<file path="config.mk">
export PLATFORM = sky130hd
export DESIGN_NAME = fe_channel
export DESIGN_NICKNAME = d
export VERILOG_FILES = /design/src/shared/fe_pkg.sv /design/src/logic/fe_channel.sv
export SDC_FILE = /design/constraint.sdc
export NUM_CORES = 2
export LEC_CHECK = 0
export BUFFER_PORTS_ARGS = -buffer_cell sky130_fd_sc_hd__buf_2
export CAP_MARGIN = 40
export CORE_MARGIN = 10
export CORE_UTILIZATION = 64
export CTS_CLUSTER_DIAMETER = 150
export DETAILED_ROUTE_END_ITERATION = 16
export PLACE_DENSITY_LB_ADDON = 0.25
export SLEW_MARGIN = 20
export SYNTH_ARGS = -nofsm -noshare
export SYNTH_HDL_FRONTEND = slang
export SYNTH_SLANG_ARGS = --single-unit
</file>
<file path="constraint.sdc">
create_clock -name sys_clk_in -period 13.4 [get_ports sys_clk_in]
set_clock_uncertainty 0.05 [all_clocks]
set_input_delay 0.67 -clock sys_clk_in [delete_from_list [all_inputs] [get_ports sys_clk_in]]
set_output_delay 0.67 -clock sys_clk_in [all_outputs]
set_load 0.1 [all_outputs]
</file>
<file path="src/shared/fe_pkg.sv">
// Shared constants and types of the fine-edge pulse-width channel
package fe_pkg;
  localparam int CLK_PERIOD_PS = 4000;
  localparam int FINE_STEP_PS  = 250;
  localparam int FINE_STEPS    = CLK_PERIOD_PS / FINE_STEP_PS;
  localparam int FW            = $clog2(FINE_STEPS);
  localparam int CW            = 14;
  localparam int EW            = CW + FW;
  localparam int AW            = 12;
  localparam int ADW           = 8;
  localparam int NUM_SIDES     = 2;

  localparam logic [ADW-1:0] REG_CTRL    = 8'h00;
  localparam logic [ADW-1:0] REG_PERIOD  = 8'h04;
  localparam logic [ADW-1:0] REG_EVENT1  = 8'h08;
  localparam logic [ADW-1:0] REG_EVENT2  = 8'h0c;
  localparam logic [ADW-1:0] REG_EVENT3  = 8'h10;
  localparam logic [ADW-1:0] REG_EVENT4  = 8'h14;
  localparam logic [ADW-1:0] REG_SAMPLE  = 8'h18;
  localparam logic [ADW-1:0] REG_PHASE   = 8'h1c;
  localparam logic [ADW-1:0] REG_CYCADJ  = 8'h20;
  localparam logic [ADW-1:0] REG_WINDOW  = 8'h24;
  localparam logic [ADW-1:0] REG_THRESH  = 8'h28;
  localparam logic [ADW-1:0] REG_MONITOR = 8'h2c;
  localparam logic [ADW-1:0] REG_STATUS  = 8'h30;

  localparam int CTRL_EN     = 0;
  localparam int CTRL_FINE   = 1;
  localparam int CTRL_SCALE  = 2;
  localparam int CTRL_OS     = 5;
  localparam int CTRL_FOLLOW = 7;
  localparam int CTRL_SRC    = 8;
  localparam int CTRL_IDIV   = 10;
  localparam int CTRL_AUTO   = 14;
  localparam int HI_LSB      = 16;
  localparam int WIN_LEN     = 8;
  localparam int THR_HI      = 8;
  localparam int THR_STEP    = 16;

  localparam logic [31:0] CTRL_MASK   = 32'h0000_7fff;
  localparam logic [31:0] CTRL_RST    = 32'h0000_0000;
  localparam logic [CW-1:0] PERIOD_RST = 14'h00f9;
  localparam logic [EW-1:0] EVENT_RST = 18'h00000;
  localparam logic [31:0] WORD_RST    = 32'h0000_0000;
  localparam logic [2:0] SCALE_MAX    = 3'h4;
  localparam logic [1:0] RESP_OKAY    = 2'h0;
  localparam logic [1:0] RESP_SLVERR  = 2'h2;

  localparam logic [7:0] IDIV_COUNT [16] = '{8'h00, 8'h00, 8'h01, 8'h03, 8'h07, 8'h0f,
    8'h1f, 8'h2f, 8'h3f, 8'h4f, 8'h5f, 8'h7f, 8'h9f, 8'hbf, 8'hdf, 8'hff};

  typedef enum logic [1:0] {
    FE_WIN_IDLE  = 2'b00,
    FE_WIN_BLANK = 2'b01,
    FE_WIN_OPEN  = 2'b10
  } fe_win_e;

  typedef struct packed {
    logic           awvalid;
    logic [ADW-1:0] awaddr;
    logic           wvalid;
    logic [31:0]    wdata;
    logic [3:0]     wstrb;
    logic           bready;
    logic           arvalid;
    logic [ADW-1:0] araddr;
    logic           rready;
  } fe_axi_req_s;

  typedef struct packed {
    logic        awready;
    logic        wready;
    logic        bvalid;
    logic [1:0]  bresp;
    logic        arready;
    logic        rvalid;
    logic [31:0] rdata;
    logic [1:0]  rresp;
  } fe_axi_resp_s;

  typedef struct packed {
    logic [31:0]                 ctrl;
    logic [CW-1:0]               period;
    logic [CW-1:0]               event1;
    logic [EW-1:0]               event2;
    logic [EW-1:0]               event3;
    logic [EW-1:0]               event4;
    logic [CW-1:0]               sample;
    logic [CW-1:0]               phase;
    logic [31:0]                 cycadj;
    logic [15:0]                 window;
    logic [19:0]                 thresh;
    logic [NUM_SIDES-1:0][AW-1:0] acc;
    logic [NUM_SIDES-1:0][AW-1:0] acc_eff;
    logic [CW-1:0]               ctr;
    logic [CW-1:0]               st_tgt;
    logic [3:0]                  st_left;
    logic [7:0]                  idiv_cnt;
    logic [NUM_SIDES-1:0]        sense_ff1;
    logic [NUM_SIDES-1:0]        sense_ff2;
    logic [NUM_SIDES-1:0]        rect_prev;
    fe_win_e [NUM_SIDES-1:0]     win;
    logic [NUM_SIDES-1:0][7:0]   win_cnt;
    logic [NUM_SIDES-1:0][7:0]   meas;
    logic                        aw_held;
    logic [ADW-1:0]              aw_addr;
    logic                        w_held;
    logic [31:0]                 wdata;
    logic [3:0]                  wstrb;
    fe_axi_resp_s                axi;
    logic                        side_a;
    logic                        side_b;
    logic [FW-1:0]               fine_a;
    logic [FW-1:0]               fine_b;
    logic [NUM_SIDES-1:0]        rect;
    logic                        sync_o;
    logic                        ec_trig;
    logic                        gc_trig;
    logic                        irq;
  } fe_state_s;
endpackage

</file>
<file path="src/logic/fe_channel.sv">
// Fine-edge pulse-width channel with oversampled triggers and rectifier dead-time loop
//
// Decided for this implementation: the address map and the AXI4-Lite interface to the registers.
module fe_channel #(
  parameter int NUM_SYNC = 4
) (
  input  wire logic                  sys_clk_in,
  input  wire logic                  rst_n_in,
  input  wire fe_pkg::fe_axi_req_s   axi_req_in,
  output fe_pkg::fe_axi_resp_s       axi_resp_out,
  input  wire logic [NUM_SYNC-1:0]   sync_in,
  input  wire logic                  conduction_sense_in_0,
  input  wire logic                  conduction_sense_in_1,
  output logic                       sync_out,
  output logic                       side_a_out,
  output logic                       side_b_out,
  output logic [fe_pkg::FW-1:0]      fine_a_out,
  output logic [fe_pkg::FW-1:0]      fine_b_out,
  output logic                       rectifier_gate_wave_0_out,
  output logic                       rectifier_gate_wave_1_out,
  output logic                       error_converter_trigger_out,
  output logic                       general_converter_trigger_out,
  output logic                       cpu_interrupt_out
);
  localparam int CW = fe_pkg::CW;
  localparam int EW = fe_pkg::EW;
  localparam int FW = fe_pkg::FW;
  localparam int AW = fe_pkg::AW;

  if (NUM_SYNC < 1 || NUM_SYNC > 4) begin : g_bad_sync
    $error("NUM_SYNC must lie between 1 and 4");
  end

  fe_pkg::fe_state_s          s;
  fe_pkg::fe_state_s          n;
  logic                       en;
  logic                       start;
  logic                       pend;
  logic                       sync_hit;
  logic                       auto_mode;
  logic                       mon_we;
  logic [3:0]                 idx;
  logic [1:0]                 os;
  logic [FW-1:0]              fmask;
  logic [2:0]                 scale;
  logic [1:0][EW-1:0]         fall_e;
  logic [1:0][EW-1:0]         rect_e;
  logic [1:0][EW-1:0]         lo_e;
  logic [1:0][15:0]           adj;
  logic [1:0]                 sense_raw;
  logic [31:0]                rd;
  logic [1:0]                 rd_resp;
  logic signed [AW:0]         sum;
  logic signed [AW:0]         delta;
  logic [EW-1:0]              hi_e;

  function automatic logic [EW-1:0] clamp_edge(input logic signed [EW+1:0] e,
                                               input logic [EW-1:0] lo,
                                               input logic [EW-1:0] hi);
    if (e < $signed({2'b00, lo})) return lo;
    if (e > $signed({2'b00, hi})) return hi;
    return e[EW-1:0];
  endfunction

  function automatic logic [31:0] wmerge(input logic [31:0] old,
                                         input logic [31:0] d,
                                         input logic [3:0]  be);
    logic [31:0] m;
    m = old;
    for (int k = 0; k < 4; k++) begin
      if (be[k]) m[8*k +: 8] = d[8*k +: 8];
    end
    return m;
  endfunction

  assign sense_raw = {conduction_sense_in_1, conduction_sense_in_0};

  always_comb begin
    n         = s;
    en        = s.ctrl[fe_pkg::CTRL_EN];
    auto_mode = s.ctrl[fe_pkg::CTRL_AUTO];
    idx       = s.ctrl[fe_pkg::CTRL_IDIV +: 4];
    os        = s.ctrl[fe_pkg::CTRL_OS +: 2];
    scale     = s.ctrl[fe_pkg::CTRL_SCALE +: 3];
    sync_hit  = s.ctrl[fe_pkg::CTRL_FOLLOW] && sync_in[s.ctrl[fe_pkg::CTRL_SRC +: 2]];
    pend      = s.ctr >= s.period;
    start     = en && (pend || sync_hit);
    mon_we    = 1'b0;
    rd        = 32'h0000_0000;
    rd_resp   = fe_pkg::RESP_OKAY;
    sum       = '0;
    delta     = '0;
    hi_e      = {s.period, {FW{1'b0}}};
    adj[0]    = s.cycadj[15:0];
    adj[1]    = s.cycadj[31:16];
    lo_e[0]   = {s.event1, {FW{1'b0}}};
    lo_e[1]   = s.event3;

    // Two-flop synchroniser on the driver's conduction reports
    n.sense_ff1 = sense_raw;
    n.sense_ff2 = s.sense_ff1;

    // Ramp counter; a follower restarts it on its master's sync
    if (!en) begin
      n.ctr = '0;
    end else if (start) begin
      n.ctr = '0;
    end else begin
      n.ctr = CW'(s.ctr + 1'b1);
    end
    n.sync_o = en && (s.ctr == s.phase);

    // Falling edges with cycle adjust, then the rectifier edge moved by the accumulator
    for (int i = 0; i < 2; i++) begin
      fall_e[i] = clamp_edge($signed({2'b00, (i == 0) ? s.event2 : s.event4})
                             + $signed({{4{adj[i][15]}}, adj[i]}), lo_e[i], hi_e);
      rect_e[i] = clamp_edge($signed({2'b00, fall_e[i]})
                             + $signed({{(EW + 2 - AW - FW){s.acc_eff[i][AW-1]}},
                                        s.acc_eff[i], {FW{1'b0}}}),
                             lo_e[i], hi_e);
      n.rect[i] = en && (s.ctr >= lo_e[i][EW-1:FW]) && (s.ctr < rect_e[i][EW-1:FW]);
    end
    n.side_a = en && (s.ctr >= s.event1) && (s.ctr < fall_e[0][EW-1:FW]);
    n.side_b = en && (s.ctr >= s.event3[EW-1:FW]) && (s.ctr < fall_e[1][EW-1:FW]);

    // Sub-cycle phase select for the pending edge, coarsened by the step scale
    if (!s.ctrl[fe_pkg::CTRL_FINE] || scale >= fe_pkg::SCALE_MAX) begin
      fmask = '0;
    end else begin
      fmask = FW'({FW{1'b1}} << scale);
    end
    n.fine_a = (n.side_a ? fall_e[0][FW-1:0] : {FW{1'b0}}) & fmask;
    n.fine_b = (n.side_b ? fall_e[1][FW-1:0] : s.event3[FW-1:0]) & fmask;

    // Error converter triggers: first at the sample count, then every period/2^os
    n.ec_trig = en && (s.st_left != 4'h0) && (s.ctr == s.st_tgt);
    if (n.ec_trig) begin
      n.st_tgt  = CW'(s.st_tgt + (s.period >> os));
      n.st_left = s.st_left - 4'h1;
    end
    if (start) begin
      n.st_tgt  = s.sample;
      n.st_left = 4'(4'h1 << os);
    end

    // Period interrupt divider, shared with the general converter
    n.irq     = 1'b0;
    n.gc_trig = 1'b0;
    if (start && idx != 4'h0) begin
      if (s.idiv_cnt >= fe_pkg::IDIV_COUNT[idx]) begin
        n.irq      = 1'b1;
        n.gc_trig  = 1'b1;
        n.idiv_cnt = 8'h00;
      end else begin
        n.idiv_cnt = s.idiv_cnt + 8'h01;
      end
    end
    if (start) begin
      n.acc_eff = s.acc;
    end

    // Conduction detection windows, one per rectifier side
    n.rect_prev = s.rect;
    for (int i = 0; i < 2; i++) begin
      case (s.win[i])
        fe_pkg::FE_WIN_IDLE: begin
          if (s.rect_prev[i] && !s.rect[i]) begin
            n.win[i]     = fe_pkg::FE_WIN_BLANK;
            n.win_cnt[i] = s.window[7:0];
            n.meas[i]    = 8'h00;
          end
        end
        fe_pkg::FE_WIN_BLANK: begin
          if (s.win_cnt[i] == 8'h00) begin
            n.win[i]     = fe_pkg::FE_WIN_OPEN;
            n.win_cnt[i] = s.window[fe_pkg::WIN_LEN +: 8];
          end else begin
            n.win_cnt[i] = s.win_cnt[i] - 8'h01;
          end
        end
        fe_pkg::FE_WIN_OPEN: begin
          if (s.sense_ff2[i] && s.meas[i] != 8'hff) begin
            n.meas[i] = s.meas[i] + 8'h01;
          end
          if (s.win_cnt[i] == 8'h00) begin
            n.win[i] = fe_pkg::FE_WIN_IDLE;
            if (auto_mode) begin
              // Cleared per side so a step decided for one side never reaches the other
              delta = '0;
              if (n.meas[i] > s.thresh[fe_pkg::THR_HI +: 8]) begin
                delta = $signed({{(AW - 3){1'b0}}, s.thresh[fe_pkg::THR_STEP +: 4]});
              end else if (n.meas[i] < s.thresh[7:0]) begin
                delta = -$signed({{(AW - 3){1'b0}}, s.thresh[fe_pkg::THR_STEP +: 4]});
              end
              sum = $signed({s.acc[i][AW-1], s.acc[i]}) + delta;
              if (sum[AW] != sum[AW-1]) begin
                n.acc[i] = {sum[AW], {(AW - 1){~sum[AW]}}};
              end else begin
                n.acc[i] = sum[AW-1:0];
              end
            end
          end else begin
            n.win_cnt[i] = s.win_cnt[i] - 8'h01;
          end
        end
        default: begin
          n.win[i] = fe_pkg::FE_WIN_IDLE;
        end
      endcase
    end

    // Register read decode
    case (axi_req_in.araddr)
      fe_pkg::REG_CTRL:    rd = s.ctrl;
      fe_pkg::REG_PERIOD:  rd = 32'(s.period);
      fe_pkg::REG_EVENT1:  rd = 32'(s.event1);
      fe_pkg::REG_EVENT2:  rd = 32'(s.event2);
      fe_pkg::REG_EVENT3:  rd = 32'(s.event3);
      fe_pkg::REG_EVENT4:  rd = 32'(s.event4);
      fe_pkg::REG_SAMPLE:  rd = 32'(s.sample);
      fe_pkg::REG_PHASE:   rd = 32'(s.phase);
      fe_pkg::REG_CYCADJ:  rd = s.cycadj;
      fe_pkg::REG_WINDOW:  rd = 32'(s.window);
      fe_pkg::REG_THRESH:  rd = 32'(s.thresh);
      fe_pkg::REG_MONITOR: rd = {{(16 - AW){s.acc[1][AW-1]}}, s.acc[1],
                                 {(16 - AW){s.acc[0][AW-1]}}, s.acc[0]};
      fe_pkg::REG_STATUS:  rd = {2'b00, s.ctr, s.meas[1], s.meas[0]};
      default:             rd_resp = fe_pkg::RESP_SLVERR;
    endcase

    // Write channels are taken independently and committed once both are held
    if (s.axi.bvalid && axi_req_in.bready) n.axi.bvalid = 1'b0;
    if (s.axi.awready && axi_req_in.awvalid) begin
      n.aw_held = 1'b1;
      n.aw_addr = axi_req_in.awaddr;
    end
    if (s.axi.wready && axi_req_in.wvalid) begin
      n.w_held = 1'b1;
      n.wdata  = axi_req_in.wdata;
      n.wstrb  = axi_req_in.wstrb;
    end
    if (n.aw_held && n.w_held && !n.axi.bvalid) begin
      n.aw_held    = 1'b0;
      n.w_held     = 1'b0;
      n.axi.bvalid = 1'b1;
      n.axi.bresp  = fe_pkg::RESP_OKAY;
      case (n.aw_addr)
        fe_pkg::REG_CTRL:   n.ctrl = wmerge(s.ctrl, n.wdata, n.wstrb) & fe_pkg::CTRL_MASK;
        fe_pkg::REG_PERIOD: n.period = CW'(wmerge(32'(s.period), n.wdata, n.wstrb));
        fe_pkg::REG_EVENT1: n.event1 = CW'(wmerge(32'(s.event1), n.wdata, n.wstrb));
        fe_pkg::REG_EVENT2: n.event2 = EW'(wmerge(32'(s.event2), n.wdata, n.wstrb));
        fe_pkg::REG_EVENT3: n.event3 = EW'(wmerge(32'(s.event3), n.wdata, n.wstrb));
        fe_pkg::REG_EVENT4: n.event4 = EW'(wmerge(32'(s.event4), n.wdata, n.wstrb));
        fe_pkg::REG_SAMPLE: n.sample = CW'(wmerge(32'(s.sample), n.wdata, n.wstrb));
        fe_pkg::REG_PHASE:  n.phase = CW'(wmerge(32'(s.phase), n.wdata, n.wstrb));
        fe_pkg::REG_CYCADJ: n.cycadj = wmerge(s.cycadj, n.wdata, n.wstrb);
        fe_pkg::REG_WINDOW: n.window = 16'(wmerge(32'(s.window), n.wdata, n.wstrb));
        fe_pkg::REG_THRESH: n.thresh = 20'(wmerge(32'(s.thresh), n.wdata, n.wstrb));
        fe_pkg::REG_MONITOR: begin
          // Firmware owns the accumulators only outside automatic mode
          mon_we = !auto_mode;
          if (mon_we) begin
            n.acc[0] = n.wdata[AW-1:0];
            n.acc[1] = n.wdata[fe_pkg::HI_LSB +: AW];
          end
        end
        fe_pkg::REG_STATUS: n.axi.bresp = fe_pkg::RESP_OKAY;
        default:            n.axi.bresp = fe_pkg::RESP_SLVERR;
      endcase
    end
    n.axi.awready = !n.aw_held && !n.axi.bvalid;
    n.axi.wready  = !n.w_held && !n.axi.bvalid;

    if (s.axi.rvalid && axi_req_in.rready) n.axi.rvalid = 1'b0;
    if (s.axi.arready && axi_req_in.arvalid) begin
      n.axi.rvalid = 1'b1;
      n.axi.rdata  = rd;
      n.axi.rresp  = rd_resp;
    end
    n.axi.arready = !n.axi.rvalid;
  end

  always_ff @(posedge sys_clk_in) begin
    if (!rst_n_in) begin
      s         <= '0;
      s.ctrl    <= fe_pkg::CTRL_RST;
      s.period  <= fe_pkg::PERIOD_RST;
      s.event2  <= fe_pkg::EVENT_RST;
      s.cycadj  <= fe_pkg::WORD_RST;
      s.win     <= '{fe_pkg::FE_WIN_IDLE, fe_pkg::FE_WIN_IDLE};
    end else begin
      s <= n;
    end
  end

  assign axi_resp_out                  = s.axi;
  assign sync_out                      = s.sync_o;
  assign side_a_out                    = s.side_a;
  assign side_b_out                    = s.side_b;
  assign fine_a_out                    = s.fine_a;
  assign fine_b_out                    = s.fine_b;
  assign rectifier_gate_wave_0_out     = s.rect[0];
  assign rectifier_gate_wave_1_out     = s.rect[1];
  assign error_converter_trigger_out   = s.ec_trig;
  assign general_converter_trigger_out = s.gc_trig;
  assign cpu_interrupt_out             = s.irq;
endmodule

</file>
==> metrics <==
TNS Setup=0 ps; final hold viol count=0; GR Util met2=57.5%; Setup CP Type=reg -> reg; asr flop ratio synth=0%; Root Buffer Master=clkbuf_16; most common cell after layout, fill and taps aside=nor2_1; drt wl/cell=26.3 µm; Tcrit/Tclk final=86.1%; most frequent cells in the layout=nor2_1, dfxtp_1, ha_1, a21oi_1, nand2_1; RSZ-0062 raised after global routing=no; Synth Register Bits=423; EDFF count, synth=0; worst-skew pair later-pin latency=620 ps; CP startpoint kind=register; CP Max Fanout=27; CP bufs+invs=1; Top FF cell, synth=dfxtp_1; vias in the first global route=27902; num ports=122; worst stage delay on the critical path=710 ps; status=completed; Least-Margin Pin Slew=956 ps; antenna violations before repair=4; pins over their slew limit=0; DRC=0; post-synthesis sequential area ratio=27.4%; leading area contributor after synthesis=dfxtp_1; share of layout cells above drive strength 1=10.0%; required time worst endpoint=13890 ps; clock tree sinks=423; Die W=240 µm; CP top delay family=compound AO/OA/AOI/OAI gates; mapped cell area=30900 µm²; Multi-input gate area=20700 µm²; PostCTS Resize Cnt=0; gr usage total=40.3%; GPL Wtd Cong=1.08; synth top area cells=dfxtp_1, ha_1, nor2_1; total CTS buffers=46; clock power share=44.9%; HPWL Detailed=89500 µm; min-delay worst type=in -> reg; top cell type's share of synthesized area=27.4%; Worst-path clk slew=70 ps; wire length of the first global-routing pass=175000 µm; Synth cell types=90; CP Data Arrival Time=12020 ps; worst rel slew slack=35.6%; H-tree depth=2; Final nets=4323; total gr overflow=0; hold_buf cts=0; net switching power=870 µW; fillers=3961; CTS tree=yes; Reg power frac=41.5%; Rows=80; Longest Clk Path Bufs=3; Crit. End Element=register; Initial Util=64.7%; Die H=240 µm; PortBufs=119; Non-Filler Instances=4528; largest net degree at the start of global routing=88; Crit path top cell by count=a21oi_1; Vias/cell=6.76; max-cap violations=0; busiest grt layer=met2; Power Dens Cells=91.8 nW/µm²; final setup vio count=0; maximum VDD drop=0.127 mV; register area=8470 µm²; via count=30613; Synth-to-Final Area Change=9.27%; Core Region=47700 µm²; Cells after Synth=3836; DR pass1 iterations=9; sw frac=28.1%; drt total wl=119000 µm; drt initial violations=4395; Cells after DPL=4434; minimum clock period=11530 ps; fmax=86.7 MHz; combinational share of power=13.6%; Int Pwr=2230 µW; die area=57400 µm²; yosys warns=0; syn_area_per_cell=8.05 µm²; met3 usage=10.6%; P_leak=0.0146 µW; post-CTS setup buffer count=0; Routed Antenna Nets=0; met1 Usage GRT=51.2%; critical path's slowest cell=o22a_1
-- registers in the layout (all words and copies together) (netlist names) --
signal                         flops
s                                281
axi_resp_out                      39
adj                               32
lo_e                              32
hi_e                              14
fine_a_out                         4
fine_b_out                         4
idx                                4
n                                  2
os                                 2
auto_mode                          1
en                                 1
error_converter_trigger_out        1
general_converter_trigger_out      1
rectifier_gate_wave_0_out          1
rectifier_gate_wave_1_out          1
side_a_out                         1
side_b_out                         1
sync_out                           1
-- final timing paths --
| kind | start | end | slack (ps) | cells after the start |
|---|---|---|---|---|
| hold reg to reg | s[102] | axi_resp_out[40] | 370 | 1 |
| setup / recovery | s[330] | rectifier_gate_wave_1_out | 1870 | 47 |
| hold / removal | conduction_sense_in_1 | n[142] | 210 | 2 |
| setup reg to reg | s[330] | rectifier_gate_wave_1_out | 1870 | 47 |
-- per-stage QoR --
step                      total power, µW  setup slack, ps  hold slack, ps  area (µm²)  utilization (%)
after global placement               1700             2150             359       31800             66.6
after CTS                            3080             1990             203       33600             70.5
final                                3100             1870             206       33700             70.7
after global routing                 3180              949             223       33700             70.6
after detailed placement             1720             2010             364       32000             67.0
after floorplan                      1600             3820             352       30900                -
-- synthesized netlist by cell type (23+ instances only) --
| master | n |
|---|---|
| a211oi_1 | 201 |
| a21o_1 | 84 |
| a21oi_1 | 277 |
| a222oi_1 | 24 |
| a22oi_1 | 78 |
| a31oi_1 | 31 |
| and2_1 | 23 |
| buf_4 | 52 |
| clkbuf_1 | 173 |
| dfxtp_1 | 423 |
| ha_1 | 377 |
| inv_1 | 183 |
| mux2_2 | 42 |
| mux2i_1 | 120 |
| nand2_1 | 216 |
| nand2b_1 | 25 |
| nand3_1 | 83 |
| nand4_1 | 58 |
| nor2_1 | 588 |
| nor2b_1 | 27 |
| nor3_1 | 87 |
| o21a_1 | 36 |
| o21ai_0 | 159 |
| xnor2_1 | 99 |
| xor2_1 | 55 |
-- power by group through the flow --
| stage | combinational, µW | sequential, µW | clock [µW] |
|---|---|---|---|
| finish | 420 | 1290 | 1390 |
| floorplan | 295 | 1310 | 0 |
| global route | 452 | 1290 | 1440 |
| detailed placement | 403 | 1310 | 0 |
| global placement | 391 | 1310 | 0 |
| CTS | 406 | 1290 | 1390 |
-- layer usage --
layer | routed length, µm | up-vias
li1 | - | 13974
met1 | 45300 | 14200
met2 | 48300 | 1908
met3 | 15200 | 529
met4 | 10400 | 2
met5 | 13 | -
-- cells by family (layout without fill, tap and decap cells) --
group / count (synthesis) / count (layout) / share of synthesized area, %
flops: 423 / 423 / 27.4
fa+ha+maj: 388 / 388 / 15.9
mux: 171 / 171 / 5.79
buf+inv: 422 / 495 / 5.80
xor+xnor: 155 / 155 / 4.44
other cells: 1 / 5 / 0.0121
compound gates: 1071 / 1071 / 23.2
simple gates: 1205 / 1205 / 17.5
-- cell type report --
cell class	instances	share of cell area, %
multi-input cells	2992	61.2
flip-flops and latches	423	25.1
repair buffers	227	4.40
clock buffers	63	3.96
well taps	615	2.28
inverters	184	2.07
clock inverters	21	0.938
diodes	3	0.0223
(Power assumes the default switching activity.)
